==> src/core/eslr_pkg.sv <==
package eslr_pkg;
   // ****************************************************************
   // register word indices (printed offsets are not all multiples of
   // four, so each printed offset is an index and the word sits at 4x)
   // ****************************************************************
   localparam logic [7:0] IDX_SENSE_POS   = 8'h0f;
   localparam logic [7:0] IDX_SENSE_NEG   = 8'h10;
   localparam logic [7:0] IDX_FLIP        = 8'h11;
   localparam logic [7:0] IDX_STAT_POS    = 8'h12;
   localparam logic [7:0] IDX_STAT_NEG    = 8'h13;
   localparam logic [7:0] IDX_GPIO        = 8'h14;
   localparam logic [7:0] IDX_PACE        = 8'h15;
   localparam logic [7:0] IDX_RSVD        = 8'h16;
   localparam logic [7:0] IDX_CONFIG      = 8'h17;
   localparam logic [7:0] IDX_IRQ_STATUS  = 8'h18;
   localparam logic [7:0] IDX_IRQ_MASK    = 8'h19;
   localparam int         ADDR_W          = 10;

   // ****************************************************************
   // field positions and widths
   // ****************************************************************
   localparam int         NUM_CH          = 8;
   localparam int         IO_PINS         = 4;
   localparam int         IO_DATA_LSB     = 4;
   localparam int         IO_DIR_LSB      = 0;
   localparam int         PACE_EVEN_LSB   = 3;
   localparam int         PACE_ODD_LSB    = 1;
   localparam int         PACE_EN_BIT     = 0;
   localparam int         CFG_SINGLE_BIT  = 3;
   localparam int         CFG_CTB_BIT     = 2;
   localparam int         CFG_COMP_BIT    = 1;
   localparam int         IRQ_W           = 2;
   localparam int         IRQ_POS_BIT     = 0;
   localparam int         IRQ_NEG_BIT     = 1;

   // ****************************************************************
   // reset values and variant masks
   // ****************************************************************
   localparam logic [7:0] RST_ZERO        = 8'h00;
   localparam logic [3:0] RST_IO_DIR      = 4'hf;
   localparam logic [7:0] MASK_CH4        = 8'h0f;
   localparam logic [7:0] MASK_CH6        = 8'h3f;
   localparam logic [7:0] MASK_CH8        = 8'hff;
   localparam logic [1:0] RESP_OKAY       = 2'b00;
   localparam logic [1:0] RESP_SLVERR     = 2'b10;
endpackage

==> src/core/eslr_regs.sv <==
`timescale 1ns/10ps
// How it works
// - positive lead-off sense enables at 0Fh
// - negative lead-off sense enables at 10h
// - variant hides channels 5-8 or 7-8
// - current flip bits per channel at 11h
// - read-only positive lead-off status at 12h
// - read-only negative lead-off status at 13h
// - io data bits read live pin levels
// - data write drives only output pins
// - low nibble sets direction, 1=input default
// - bits 4:3 pick even channel for output two
// - bits 2:1 pick odd channel for output one
// - bit 0 enables spike buffer, default off
// - config bit 3 selects single-shot conversion
// - config bit 2 links terminal to bias
// - config bit 1 enables lead-off comparators
module eslr_regs
   import eslr_pkg::*;
#(
   parameter int CHANNELS = 8
) (
   // clock and reset
   input  wire logic                sys_clk,
   input  wire logic                sys_rst,
   // axi4-lite write address
   input  wire logic [ADDR_W-1:0]   s_axi_awaddr,
   input  wire logic                s_axi_awvalid,
   output logic                     s_axi_awready,
   // axi4-lite write data
   input  wire logic [31:0]         s_axi_wdata,
   input  wire logic [3:0]          s_axi_wstrb,
   input  wire logic                s_axi_wvalid,
   output logic                     s_axi_wready,
   // axi4-lite write response
   output logic [1:0]               s_axi_bresp,
   output logic                     s_axi_bvalid,
   input  wire logic                s_axi_bready,
   // axi4-lite read address
   input  wire logic [ADDR_W-1:0]   s_axi_araddr,
   input  wire logic                s_axi_arvalid,
   output logic                     s_axi_arready,
   // axi4-lite read data
   output logic [31:0]              s_axi_rdata,
   output logic [1:0]               s_axi_rresp,
   output logic                     s_axi_rvalid,
   input  wire logic                s_axi_rready,
   // lead-off detection analog side
   input  wire logic [NUM_CH-1:0]   lead_off_pos_in,
   input  wire logic [NUM_CH-1:0]   lead_off_neg_in,
   output logic [NUM_CH-1:0]        lead_off_sense_pos_en,
   output logic [NUM_CH-1:0]        lead_off_sense_neg_en,
   output logic [NUM_CH-1:0]        lead_off_current_flip_en,
   // general-purpose io pins (oe low while driving)
   input  wire logic [IO_PINS-1:0]  io_pin_in,
   output logic [IO_PINS-1:0]       io_pin_out,
   output logic [IO_PINS-1:0]       io_pin_oe_n,
   // spike detect routing
   output logic [1:0]               even_channel_select,
   output logic [1:0]               odd_channel_select,
   output logic                     spike_buffer_enable,
   // conversion and misc config
   output logic                     single_shot_mode,
   output logic                     central_terminal_to_bias_drive,
   output logic                     lead_off_comparator_enable,
   // interrupt
   output logic                     irq
);
   // ****************************************************************
   // helpers
   // ****************************************************************
   // mask of channels this variant implements
   function automatic logic [7:0] chan_mask(input int ch);
      if (ch <= 4)
         return MASK_CH4;
      else if (ch <= 6)
         return MASK_CH6;
      else
         return MASK_CH8;
   endfunction

   // word index of a byte address (address bits 9:2)
   function automatic logic [7:0] word_index(input logic [ADDR_W-1:0] a);
      return a[ADDR_W-1:2];
   endfunction

   localparam logic [7:0] CMASK = chan_mask(CHANNELS);

   // ****************************************************************
   // state
   // ****************************************************************
   logic [7:0]          sense_pos;
   logic [7:0]          sense_neg;
   logic [7:0]          flip;
   logic [IO_PINS-1:0]  io_data;
   logic [IO_PINS-1:0]  io_dir;
   logic [1:0]          pace_even;
   logic [1:0]          pace_odd;
   logic                pace_en;
   logic                cfg_single;
   logic                cfg_ctb;
   logic                cfg_comp;
   logic [IRQ_W-1:0]    irq_status;
   logic [IRQ_W-1:0]    irq_mask;
   logic [7:0]          stat_pos;
   logic [7:0]          stat_neg;
   logic [7:0]          stat_pos_q;
   logic [7:0]          stat_neg_q;
   logic [IO_PINS-1:0]  pins_sync;
   logic                aw_held;
   logic                w_held;
   logic [ADDR_W-1:0]   aw_addr;
   logic [31:0]         w_data;
   logic [3:0]          w_strb;
   logic                do_write;
   logic [7:0]          wr_idx;
   logic [7:0]          wr_byte;
   logic                wr_hit;
   logic [7:0]          next_rdata;
   logic                next_rhit;
   logic [IRQ_W-1:0]    irq_event;

   // ****************************************************************
   // input synchronisers
   // ****************************************************************
   eslr_sync #(.W(NUM_CH)) u_sync_pos (
      .sys_clk  (sys_clk),
      .sys_rst  (sys_rst),
      .async_in (lead_off_pos_in),
      .sync_out (stat_pos)
   );

   eslr_sync #(.W(NUM_CH)) u_sync_neg (
      .sys_clk  (sys_clk),
      .sys_rst  (sys_rst),
      .async_in (lead_off_neg_in),
      .sync_out (stat_neg)
   );

   eslr_sync #(.W(IO_PINS)) u_sync_io (
      .sys_clk  (sys_clk),
      .sys_rst  (sys_rst),
      .async_in (io_pin_in),
      .sync_out (pins_sync)
   );

   // ****************************************************************
   // write channel: address and data taken in either order
   // ****************************************************************
   assign do_write = aw_held && w_held && !s_axi_bvalid;
   assign wr_idx   = word_index(aw_addr);
   assign wr_byte  = w_data[7:0];
   // only the low lane carries register bits; upper lanes are ignored
   assign wr_hit   = do_write && w_strb[0];

   // accept address, hold until the response is issued
   always_ff @(posedge sys_clk or posedge sys_rst) begin
      if (sys_rst) begin
         aw_held       <= 1'b0;
         aw_addr       <= '0;
         s_axi_awready <= 1'b0;
      end else begin
         s_axi_awready <= 1'b0;
         if (s_axi_awvalid && !aw_held && !s_axi_awready) begin
            aw_held       <= 1'b1;
            aw_addr       <= s_axi_awaddr;
            s_axi_awready <= 1'b1;
         end else if (do_write) begin
            aw_held <= 1'b0;
         end
      end
   end

   // accept data, hold until the response is issued
   always_ff @(posedge sys_clk or posedge sys_rst) begin
      if (sys_rst) begin
         w_held       <= 1'b0;
         w_data       <= '0;
         w_strb       <= '0;
         s_axi_wready <= 1'b0;
      end else begin
         s_axi_wready <= 1'b0;
         if (s_axi_wvalid && !w_held && !s_axi_wready) begin
            w_held       <= 1'b1;
            w_data       <= s_axi_wdata;
            w_strb       <= s_axi_wstrb;
            s_axi_wready <= 1'b1;
         end else if (do_write) begin
            w_held <= 1'b0;
         end
      end
   end

   // write response; unmapped addresses answer slverr
   always_ff @(posedge sys_clk or posedge sys_rst) begin
      if (sys_rst) begin
         s_axi_bvalid <= 1'b0;
         s_axi_bresp  <= RESP_OKAY;
      end else if (do_write) begin
         s_axi_bvalid <= 1'b1;
         s_axi_bresp  <= (wr_idx >= IDX_SENSE_POS && wr_idx <= IDX_IRQ_MASK) ?
                         RESP_OKAY : RESP_SLVERR;
      end else if (s_axi_bready) begin
         s_axi_bvalid <= 1'b0;
      end
   end

   // ****************************************************************
   // control registers
   // ****************************************************************
   // lead-off sense and current direction, absent channels stay zero
   always_ff @(posedge sys_clk or posedge sys_rst) begin
      if (sys_rst) begin
         sense_pos <= RST_ZERO;
         sense_neg <= RST_ZERO;
         flip      <= RST_ZERO;
      end else if (wr_hit) begin
         if (wr_idx == IDX_SENSE_POS)
            sense_pos <= wr_byte & CMASK;
         if (wr_idx == IDX_SENSE_NEG)
            sense_neg <= wr_byte & CMASK;
         if (wr_idx == IDX_FLIP)
            flip      <= wr_byte & CMASK;
      end
   end

   // io register: data latched always, only reaches output pins
   always_ff @(posedge sys_clk or posedge sys_rst) begin
      if (sys_rst) begin
         io_data <= '0;
         io_dir  <= RST_IO_DIR;
      end else if (wr_hit && wr_idx == IDX_GPIO) begin
         io_data <= wr_byte[IO_DATA_LSB +: IO_PINS];
         io_dir  <= wr_byte[IO_DIR_LSB +: IO_PINS];
      end
   end

   // spike routing; codes naming absent channels are still stored
   always_ff @(posedge sys_clk or posedge sys_rst) begin
      if (sys_rst) begin
         pace_even <= 2'b00;
         pace_odd  <= 2'b00;
         pace_en   <= 1'b0;
      end else if (wr_hit && wr_idx == IDX_PACE) begin
         pace_even <= wr_byte[PACE_EVEN_LSB +: 2];
         pace_odd  <= wr_byte[PACE_ODD_LSB +: 2];
         pace_en   <= wr_byte[PACE_EN_BIT];
      end
   end

   // configuration; bits the host must keep zero are not stored
   always_ff @(posedge sys_clk or posedge sys_rst) begin
      if (sys_rst) begin
         cfg_single <= 1'b0;
         cfg_ctb    <= 1'b0;
         cfg_comp   <= 1'b0;
      end else if (wr_hit && wr_idx == IDX_CONFIG) begin
         cfg_single <= wr_byte[CFG_SINGLE_BIT];
         cfg_ctb    <= wr_byte[CFG_CTB_BIT];
         cfg_comp   <= wr_byte[CFG_COMP_BIT];
      end
   end

   // ****************************************************************
   // interrupts: a newly detached, sensed electrode sets a sticky bit
   // ****************************************************************
   always_ff @(posedge sys_clk or posedge sys_rst) begin
      if (sys_rst) begin
         stat_pos_q <= RST_ZERO;
         stat_neg_q <= RST_ZERO;
      end else begin
         stat_pos_q <= stat_pos;
         stat_neg_q <= stat_neg;
      end
   end

   // gating by sense enable spares software unsensed noise
   assign irq_event[IRQ_POS_BIT] = |(stat_pos & ~stat_pos_q & sense_pos);
   assign irq_event[IRQ_NEG_BIT] = |(stat_neg & ~stat_neg_q & sense_neg);

   // write one to clear; a same-cycle event wins over the clear
   always_ff @(posedge sys_clk or posedge sys_rst) begin
      if (sys_rst) begin
         irq_status <= '0;
         irq_mask   <= '0;
      end else begin
         if (wr_hit && wr_idx == IDX_IRQ_STATUS)
            irq_status <= (irq_status & ~wr_byte[IRQ_W-1:0]) | irq_event;
         else
            irq_status <= irq_status | irq_event;
         if (wr_hit && wr_idx == IDX_IRQ_MASK)
            irq_mask <= wr_byte[IRQ_W-1:0];
      end
   end

   // ****************************************************************
   // read channel
   // ****************************************************************
   // read decode; lead-off status registers are live and writes never touch them
   always_comb begin
      next_rdata = 8'h00;
      next_rhit  = 1'b1;
      case (word_index(s_axi_araddr))
         IDX_SENSE_POS:  next_rdata = sense_pos;
         IDX_SENSE_NEG:  next_rdata = sense_neg;
         IDX_FLIP:       next_rdata = flip;
         IDX_STAT_POS:   next_rdata = stat_pos & CMASK;
         IDX_STAT_NEG:   next_rdata = stat_neg & CMASK;
         IDX_GPIO:       next_rdata = {pins_sync, io_dir};
         IDX_PACE:       next_rdata = {3'b000, pace_even, pace_odd, pace_en};
         IDX_RSVD:       next_rdata = 8'h00;
         IDX_CONFIG:     next_rdata = {4'h0, cfg_single, cfg_ctb, cfg_comp, 1'b0};
         IDX_IRQ_STATUS: next_rdata = {6'h00, irq_status};
         IDX_IRQ_MASK:   next_rdata = {6'h00, irq_mask};
         default:        next_rhit  = 1'b0;
      endcase
   end

   // one read at a time; address taken and data registered on the same edge
   always_ff @(posedge sys_clk or posedge sys_rst) begin
      if (sys_rst) begin
         s_axi_arready <= 1'b0;
         s_axi_rvalid  <= 1'b0;
         s_axi_rdata   <= '0;
         s_axi_rresp   <= RESP_OKAY;
      end else begin
         s_axi_arready <= 1'b0;
         if (s_axi_arvalid && !s_axi_rvalid && !s_axi_arready) begin
            s_axi_arready <= 1'b1;
            s_axi_rvalid  <= 1'b1;
            s_axi_rdata   <= {24'h000000, next_rdata};
            s_axi_rresp   <= next_rhit ? RESP_OKAY : RESP_SLVERR;
         end else if (s_axi_rvalid && s_axi_rready) begin
            s_axi_rvalid  <= 1'b0;
         end
      end
   end

   // ****************************************************************
   // registered outputs
   // ****************************************************************
   always_ff @(posedge sys_clk or posedge sys_rst) begin
      if (sys_rst) begin
         lead_off_sense_pos_en          <= '0;
         lead_off_sense_neg_en          <= '0;
         lead_off_current_flip_en       <= '0;
         io_pin_out                     <= '0;
         io_pin_oe_n                    <= '1;
         even_channel_select            <= 2'b00;
         odd_channel_select             <= 2'b00;
         spike_buffer_enable            <= 1'b0;
         single_shot_mode               <= 1'b0;
         central_terminal_to_bias_drive <= 1'b0;
         lead_off_comparator_enable     <= 1'b0;
         irq                            <= 1'b0;
      end else begin
         lead_off_sense_pos_en          <= sense_pos;
         lead_off_sense_neg_en          <= sense_neg;
         lead_off_current_flip_en       <= flip;
         io_pin_out                     <= io_data;
         io_pin_oe_n                    <= io_dir;
         even_channel_select            <= pace_even;
         odd_channel_select             <= pace_odd;
         spike_buffer_enable            <= pace_en;
         single_shot_mode               <= cfg_single;
         central_terminal_to_bias_drive <= cfg_ctb;
         lead_off_comparator_enable     <= cfg_comp;
         irq                            <= |(irq_status & irq_mask);
      end
   end
endmodule

==> src/core/eslr_sync.sv <==
`timescale 1ns/10ps
// two-flop synchroniser for a bus of asynchronous levels
module eslr_sync #(
   parameter int W = 8
) (
   // clock and reset
   input  wire logic         sys_clk,
   input  wire logic         sys_rst,
   // levels
   input  wire logic [W-1:0] async_in,
   output logic      [W-1:0] sync_out
);
   logic [W-1:0] stage_one;

   // first stage feeds only the second stage
   always_ff @(posedge sys_clk or posedge sys_rst) begin
      if (sys_rst) begin
         stage_one <= '0;
         sync_out  <= '0;
      end else begin
         stage_one <= async_in;
         sync_out  <= stage_one;
      end
   end
endmodule

==> config.mk <==
export PLATFORM = sky130hd
export DESIGN_NAME = eslr_regs
export DESIGN_NICKNAME = d
export VERILOG_FILES = /design/src/core/eslr_pkg.sv /design/src/core/eslr_regs.sv /design/src/core/eslr_sync.sv
export SDC_FILE = /design/constraint.sdc
export NUM_CORES = 1
export LEC_CHECK = 0
export BUFFER_PORTS_ARGS = -buffer_cell sky130_fd_sc_hd__buf_4
export CORE_UTILIZATION = 48
export DETAILED_ROUTE_END_ITERATION = 8
export PLACE_DENSITY = 0.77
export SYNTH_ARGS = -nofsm -noshare
export SYNTH_HDL_FRONTEND = slang
export SYNTH_SLANG_ARGS = --single-unit
==> constraint.sdc <==
create_clock -name sys_clk -period 5.6 [get_ports sys_clk]
set_input_delay 0.56 -clock sys_clk [delete_from_list [all_inputs] [get_ports sys_clk]]
set_output_delay 0.56 -clock sys_clk [all_outputs]
set_load 0.03 [all_outputs]
==> results.txt <==
----------------------------------------------------
[Final layout]
  Final #Nets ... ~650
  Fraction of final layout cells with drive strength greater than 1 ... 39.00%
  Sequential cell area ... approximately 0.0044 mm^2
  Layout overhead on the synthesized area ... 22.26%
  Number of diodes ... 0
  Area of combinational cells with multiple inputs ... approximately 0.0020 mm^2
  Fillers ... roughly 1100

[CTS]
  CTS max path bufs ... 2
  CTS clock-pin slew for the worst setup and hold paths ... approximately 0.07 ns
  Sinks on the clock net ... ~180
  Buffer cell driving the clock tree root ... sky130_fd_sc_hd__clkbuf_16
  Number of buffers inserted during clock tree synthesis ... 17
  Clock latency reported for the late side of the worst-skew pair ... 0.43 ns
  Number of hold buffers added after cts ... 0
  CTS tree ... built
  Setup Buffers After CTS ... 0
  Number of gates resized after cts ... 0
  # H-tree levels ... 4

[Floorplanning]
  Width of the chip ... ~120 um
  # rows ... 42
  Core box area ... around 0.013 mm^2
  Initial core utilization ... between 40 and 50%
  Vertical extent of the die ... approximately 120 um
  Die area ... between 0.01 and 0.015 mm^2
  Number of ports placed on the die boundary ... around 170

[Placement]
  I/O Buffers ... roughly 110
  Global placement routability congestion ... roughly 0.82
  HPWL after DPL ... approximately 10000 um

[Worst setup path]
  Critical path type ... flip-flop to flip-flop
  Largest driver fanout on the critical path ... 10
  CP Data Required Time ... slightly below 6 ns
  Kind of end point of the critical path ... flip-flop
  Data arrival time of the critical path ... ~2.4 ns
  Startpoint type of the worst setup path ... flip-flop

[STA]
  Worst-case headroom to the max-slew limit ... a little under an eighth
  Clk_skew ... approximately 0.011 ns
  Final hold violation count ... 0
  Period Utilization, post-route ... a little over a third
  Final setup fails ... 0
  Achievable frequency ... approximately 490 MHz
  Shortest period the worst path allows ... 2.040 ns
  Setup TNS ... 0 ns
  Unrepaired setup endpoints after global routing ... false
  Slew of the pin with the lowest slew margin ... 1.320 ns
  Number of max-slew violations in the final report ... 0

[Power]
  NetSw ... between 900 and 1000 uW
  Static leakage ... between 0.003 and 0.004 uW
  Clock network power share ... around 37%
  Internal power consumption ... approximately 2400 uW
  Switching fraction of total power ... roughly 28%
  Maximum resistive drop on vdd ... approximately 230 uV
  Sequential Power Share ... around half
  Combinational share of power ... 14.6%
  Final Total Pwr ... about 3300 uW
  Power density over the cells ... 407.5 mW/mm^2

[Hold path]
  Type of the most critical hold path ... input port to flip-flop

[Synth]
  Synthesized area divided by synthesized cell count ... roughly 14 um^2
  Fraction of the yosys area taken by sequential cells ... 66.41%
  Largest cells by area after synthesis ... sky130_fd_sc_hd__dfrtp_1, sky130_fd_sc_hd__mux2_2, sky130_fd_sc_hd__buf_4
  Cells after Synth ... 457
  Fraction of registers with async set or reset after synthesis ... 100.0%
  Synthesized flop and latch total ... around 180
  Cell with the most instances after synthesis ... sky130_fd_sc_hd__dfrtp_1
  Top cell types by occurrence after synthesis ... sky130_fd_sc_hd__dfrtp_1, sky130_fd_sc_hd__mux2_2, sky130_fd_sc_hd__nand2_1
  Count of flip-flops with a built-in enable after synthesis ... 0
  Distinct cell type count after synthesis ... between 60 and 70
  Area of the mapped netlist ... roughly 0.0066 mm^2
  Share of the synthesized area in the top cell type ... 63.23%
  Number of warnings issued by yosys ... 0
  Ys flop type ... sky130_fd_sc_hd__dfrtp_1
  Biggest area consumer among synthesized cells ... sky130_fd_sc_hd__dfrtp_1

[Route]
  Post-detailed-route via-to-cell ratio ... approximately 5.4
  Number of DRC markers in iteration 0 ... between 200 and 250
  Vias ... ~4000
  Number of remaining DRC errors ... 0
  Drt pass-1 iters ... 5
  Final ANT Viol Nets ... 0
  Drt wl/cell ... between 15 and 20 um
  Overall routed net length ... about 14000 um

[Global route]
  Number of antenna violations at the first check in global routing ... 0
  First-pass GRT wire length ... approximately 23000 um
  Number of global-route vias before repair ... 4143
  Largest net degree at the start of global routing ... 122
  Overall routing resource usage ... 21.82%
  Grt total ovfl ... 0

[Status]
  Status ... finished, final reports clean

[Run]
  MaxCap Viol Count ... 0

----------------------------------------------------
==> power groups by stage <==
stage               combinational [uW]  sequential, uW  clock, uW
finish                             482            1600       1210
global route                       519            1630       1280
CTS                                486            1600       1230
detailed placement                 485            1620          0
global placement                   468            1610          0
floorplan                          293            1630          0
==> area by class of cell <==
| class | instances | share of cell area [%] |
|---|---|---|
| inverters | 7 | 0.4026 |
| well taps | 176 | 2.725 |
| repair buffers | 109 | 10.13 |
| clock buffers | 19 | 5.358 |
| clock inverters | 13 | 2.183 |
| flip-flops and latches | 175 | 54.32 |
| multi-input cells | 259 | 24.88 |
==> cells in the final DEF, fill, tap and decap left out, types with 4 or more instances in the layout <==
| cell | Yosys | routed |
|---|---|---|
| sky130_fd_sc_hd__clkbuf_16 | 0 | 17 |
| sky130_fd_sc_hd__nor3b_1 | 5 | 5 |
| sky130_fd_sc_hd__a32oi_1 | 4 | 4 |
| sky130_fd_sc_hd__and3_1 | 9 | 9 |
| sky130_fd_sc_hd__o21ai_0 | 6 | 6 |
| sky130_fd_sc_hd__a22o_1 | 4 | 4 |
| sky130_fd_sc_hd__mux2i_1 | 5 | 5 |
| sky130_fd_sc_hd__buf_4 | 29 | 109 |
| sky130_fd_sc_hd__mux2_2 | 63 | 63 |
| sky130_fd_sc_hd__inv_6 | 0 | 6 |
| sky130_fd_sc_hd__inv_1 | 6 | 5 |
| sky130_fd_sc_hd__dfrtp_1 | 167 | 167 |
| sky130_fd_sc_hd__dfstp_2 | 8 | 8 |
| sky130_fd_sc_hd__a21o_1 | 4 | 4 |
| sky130_fd_sc_hd__nor3_1 | 4 | 4 |
| sky130_fd_sc_hd__nand4b_1 | 6 | 6 |
| sky130_fd_sc_hd__a22oi_1 | 6 | 6 |
| sky130_fd_sc_hd__o22ai_1 | 8 | 8 |
| sky130_fd_sc_hd__nand4_1 | 5 | 5 |
| sky130_fd_sc_hd__nand3_1 | 4 | 4 |
| sky130_fd_sc_hd__conb_1 | 1 | 26 |
| sky130_fd_sc_hd__nand2_1 | 32 | 32 |
| sky130_fd_sc_hd__nor2_1 | 9 | 9 |
==> critical path: stages (launching register included) <==
cell and delay [ns]:
sky130_fd_sc_hd__dfrtp_1 0.41, sky130_fd_sc_hd__nor3b_1 1.07, sky130_fd_sc_hd__mux2_2 0.43
==> cells by family (layout without fill, tap and decap cells) <==
group                  after synthesis  count (layout)  synth area share [%]
multiplexers                        70              70                 12.17
AO/OA/AOI/OAI                       58              58                 6.891
flip-flops                         175             175                 66.41
AND/OR/NAND/NOR                    105             105                 9.883
other                                1              26               0.05674
buffers and inverters               48             148                 4.582
==> final timing paths <==
path | startpoint | endpoint | slack, ns | cells past startpoint
max in group asynchronous | sys_rst | lead_off_current_flip_en[0] | 3.96 | 3
hold / removal | lead_off_neg_in[1] | u_sync_neg.stage_one[1] | 0.24 | 1
min in group asynchronous | sys_rst | w_held | 0.39 | 2
setup reg to reg | aw_held | aw_addr[3] | 3.56 | 2
setup / recovery | aw_held | aw_addr[3] | 3.56 | 2
hold reg to reg | u_sync_pos.stage_one[7] | u_sync_pos.sync_out[7] | 0.35 | 0
==> through the flow <==
stage                     utilization [%]  hold slack, ns  worst slack [ns]  instances  area [um^2]
final                               60.54          0.2369             3.560        758         8080
after global placement              55.97          0.3353             3.309        726         7471
after floorplan                         -          0.3312            0.3080        482         6703
after detailed placement            55.97          0.3355             3.329        726         7471
after CTS                           60.54          0.2176             3.551        758         8080
after global routing                60.54          0.2161             3.492        758         8080
==> layer usage <==
metal | vias up | GRT usage, % | routed length, um
met1 | 2077 | 30.18 | 6478
li1 | 1821 | - | -
met5 | - | 0 | 0
met4 | 0 | 7.344 | 193
met3 | 17 | 6.178 | 800
met2 | 144 | 33.28 | 6839
Note: power is estimated with default switching activity, not from simulation.
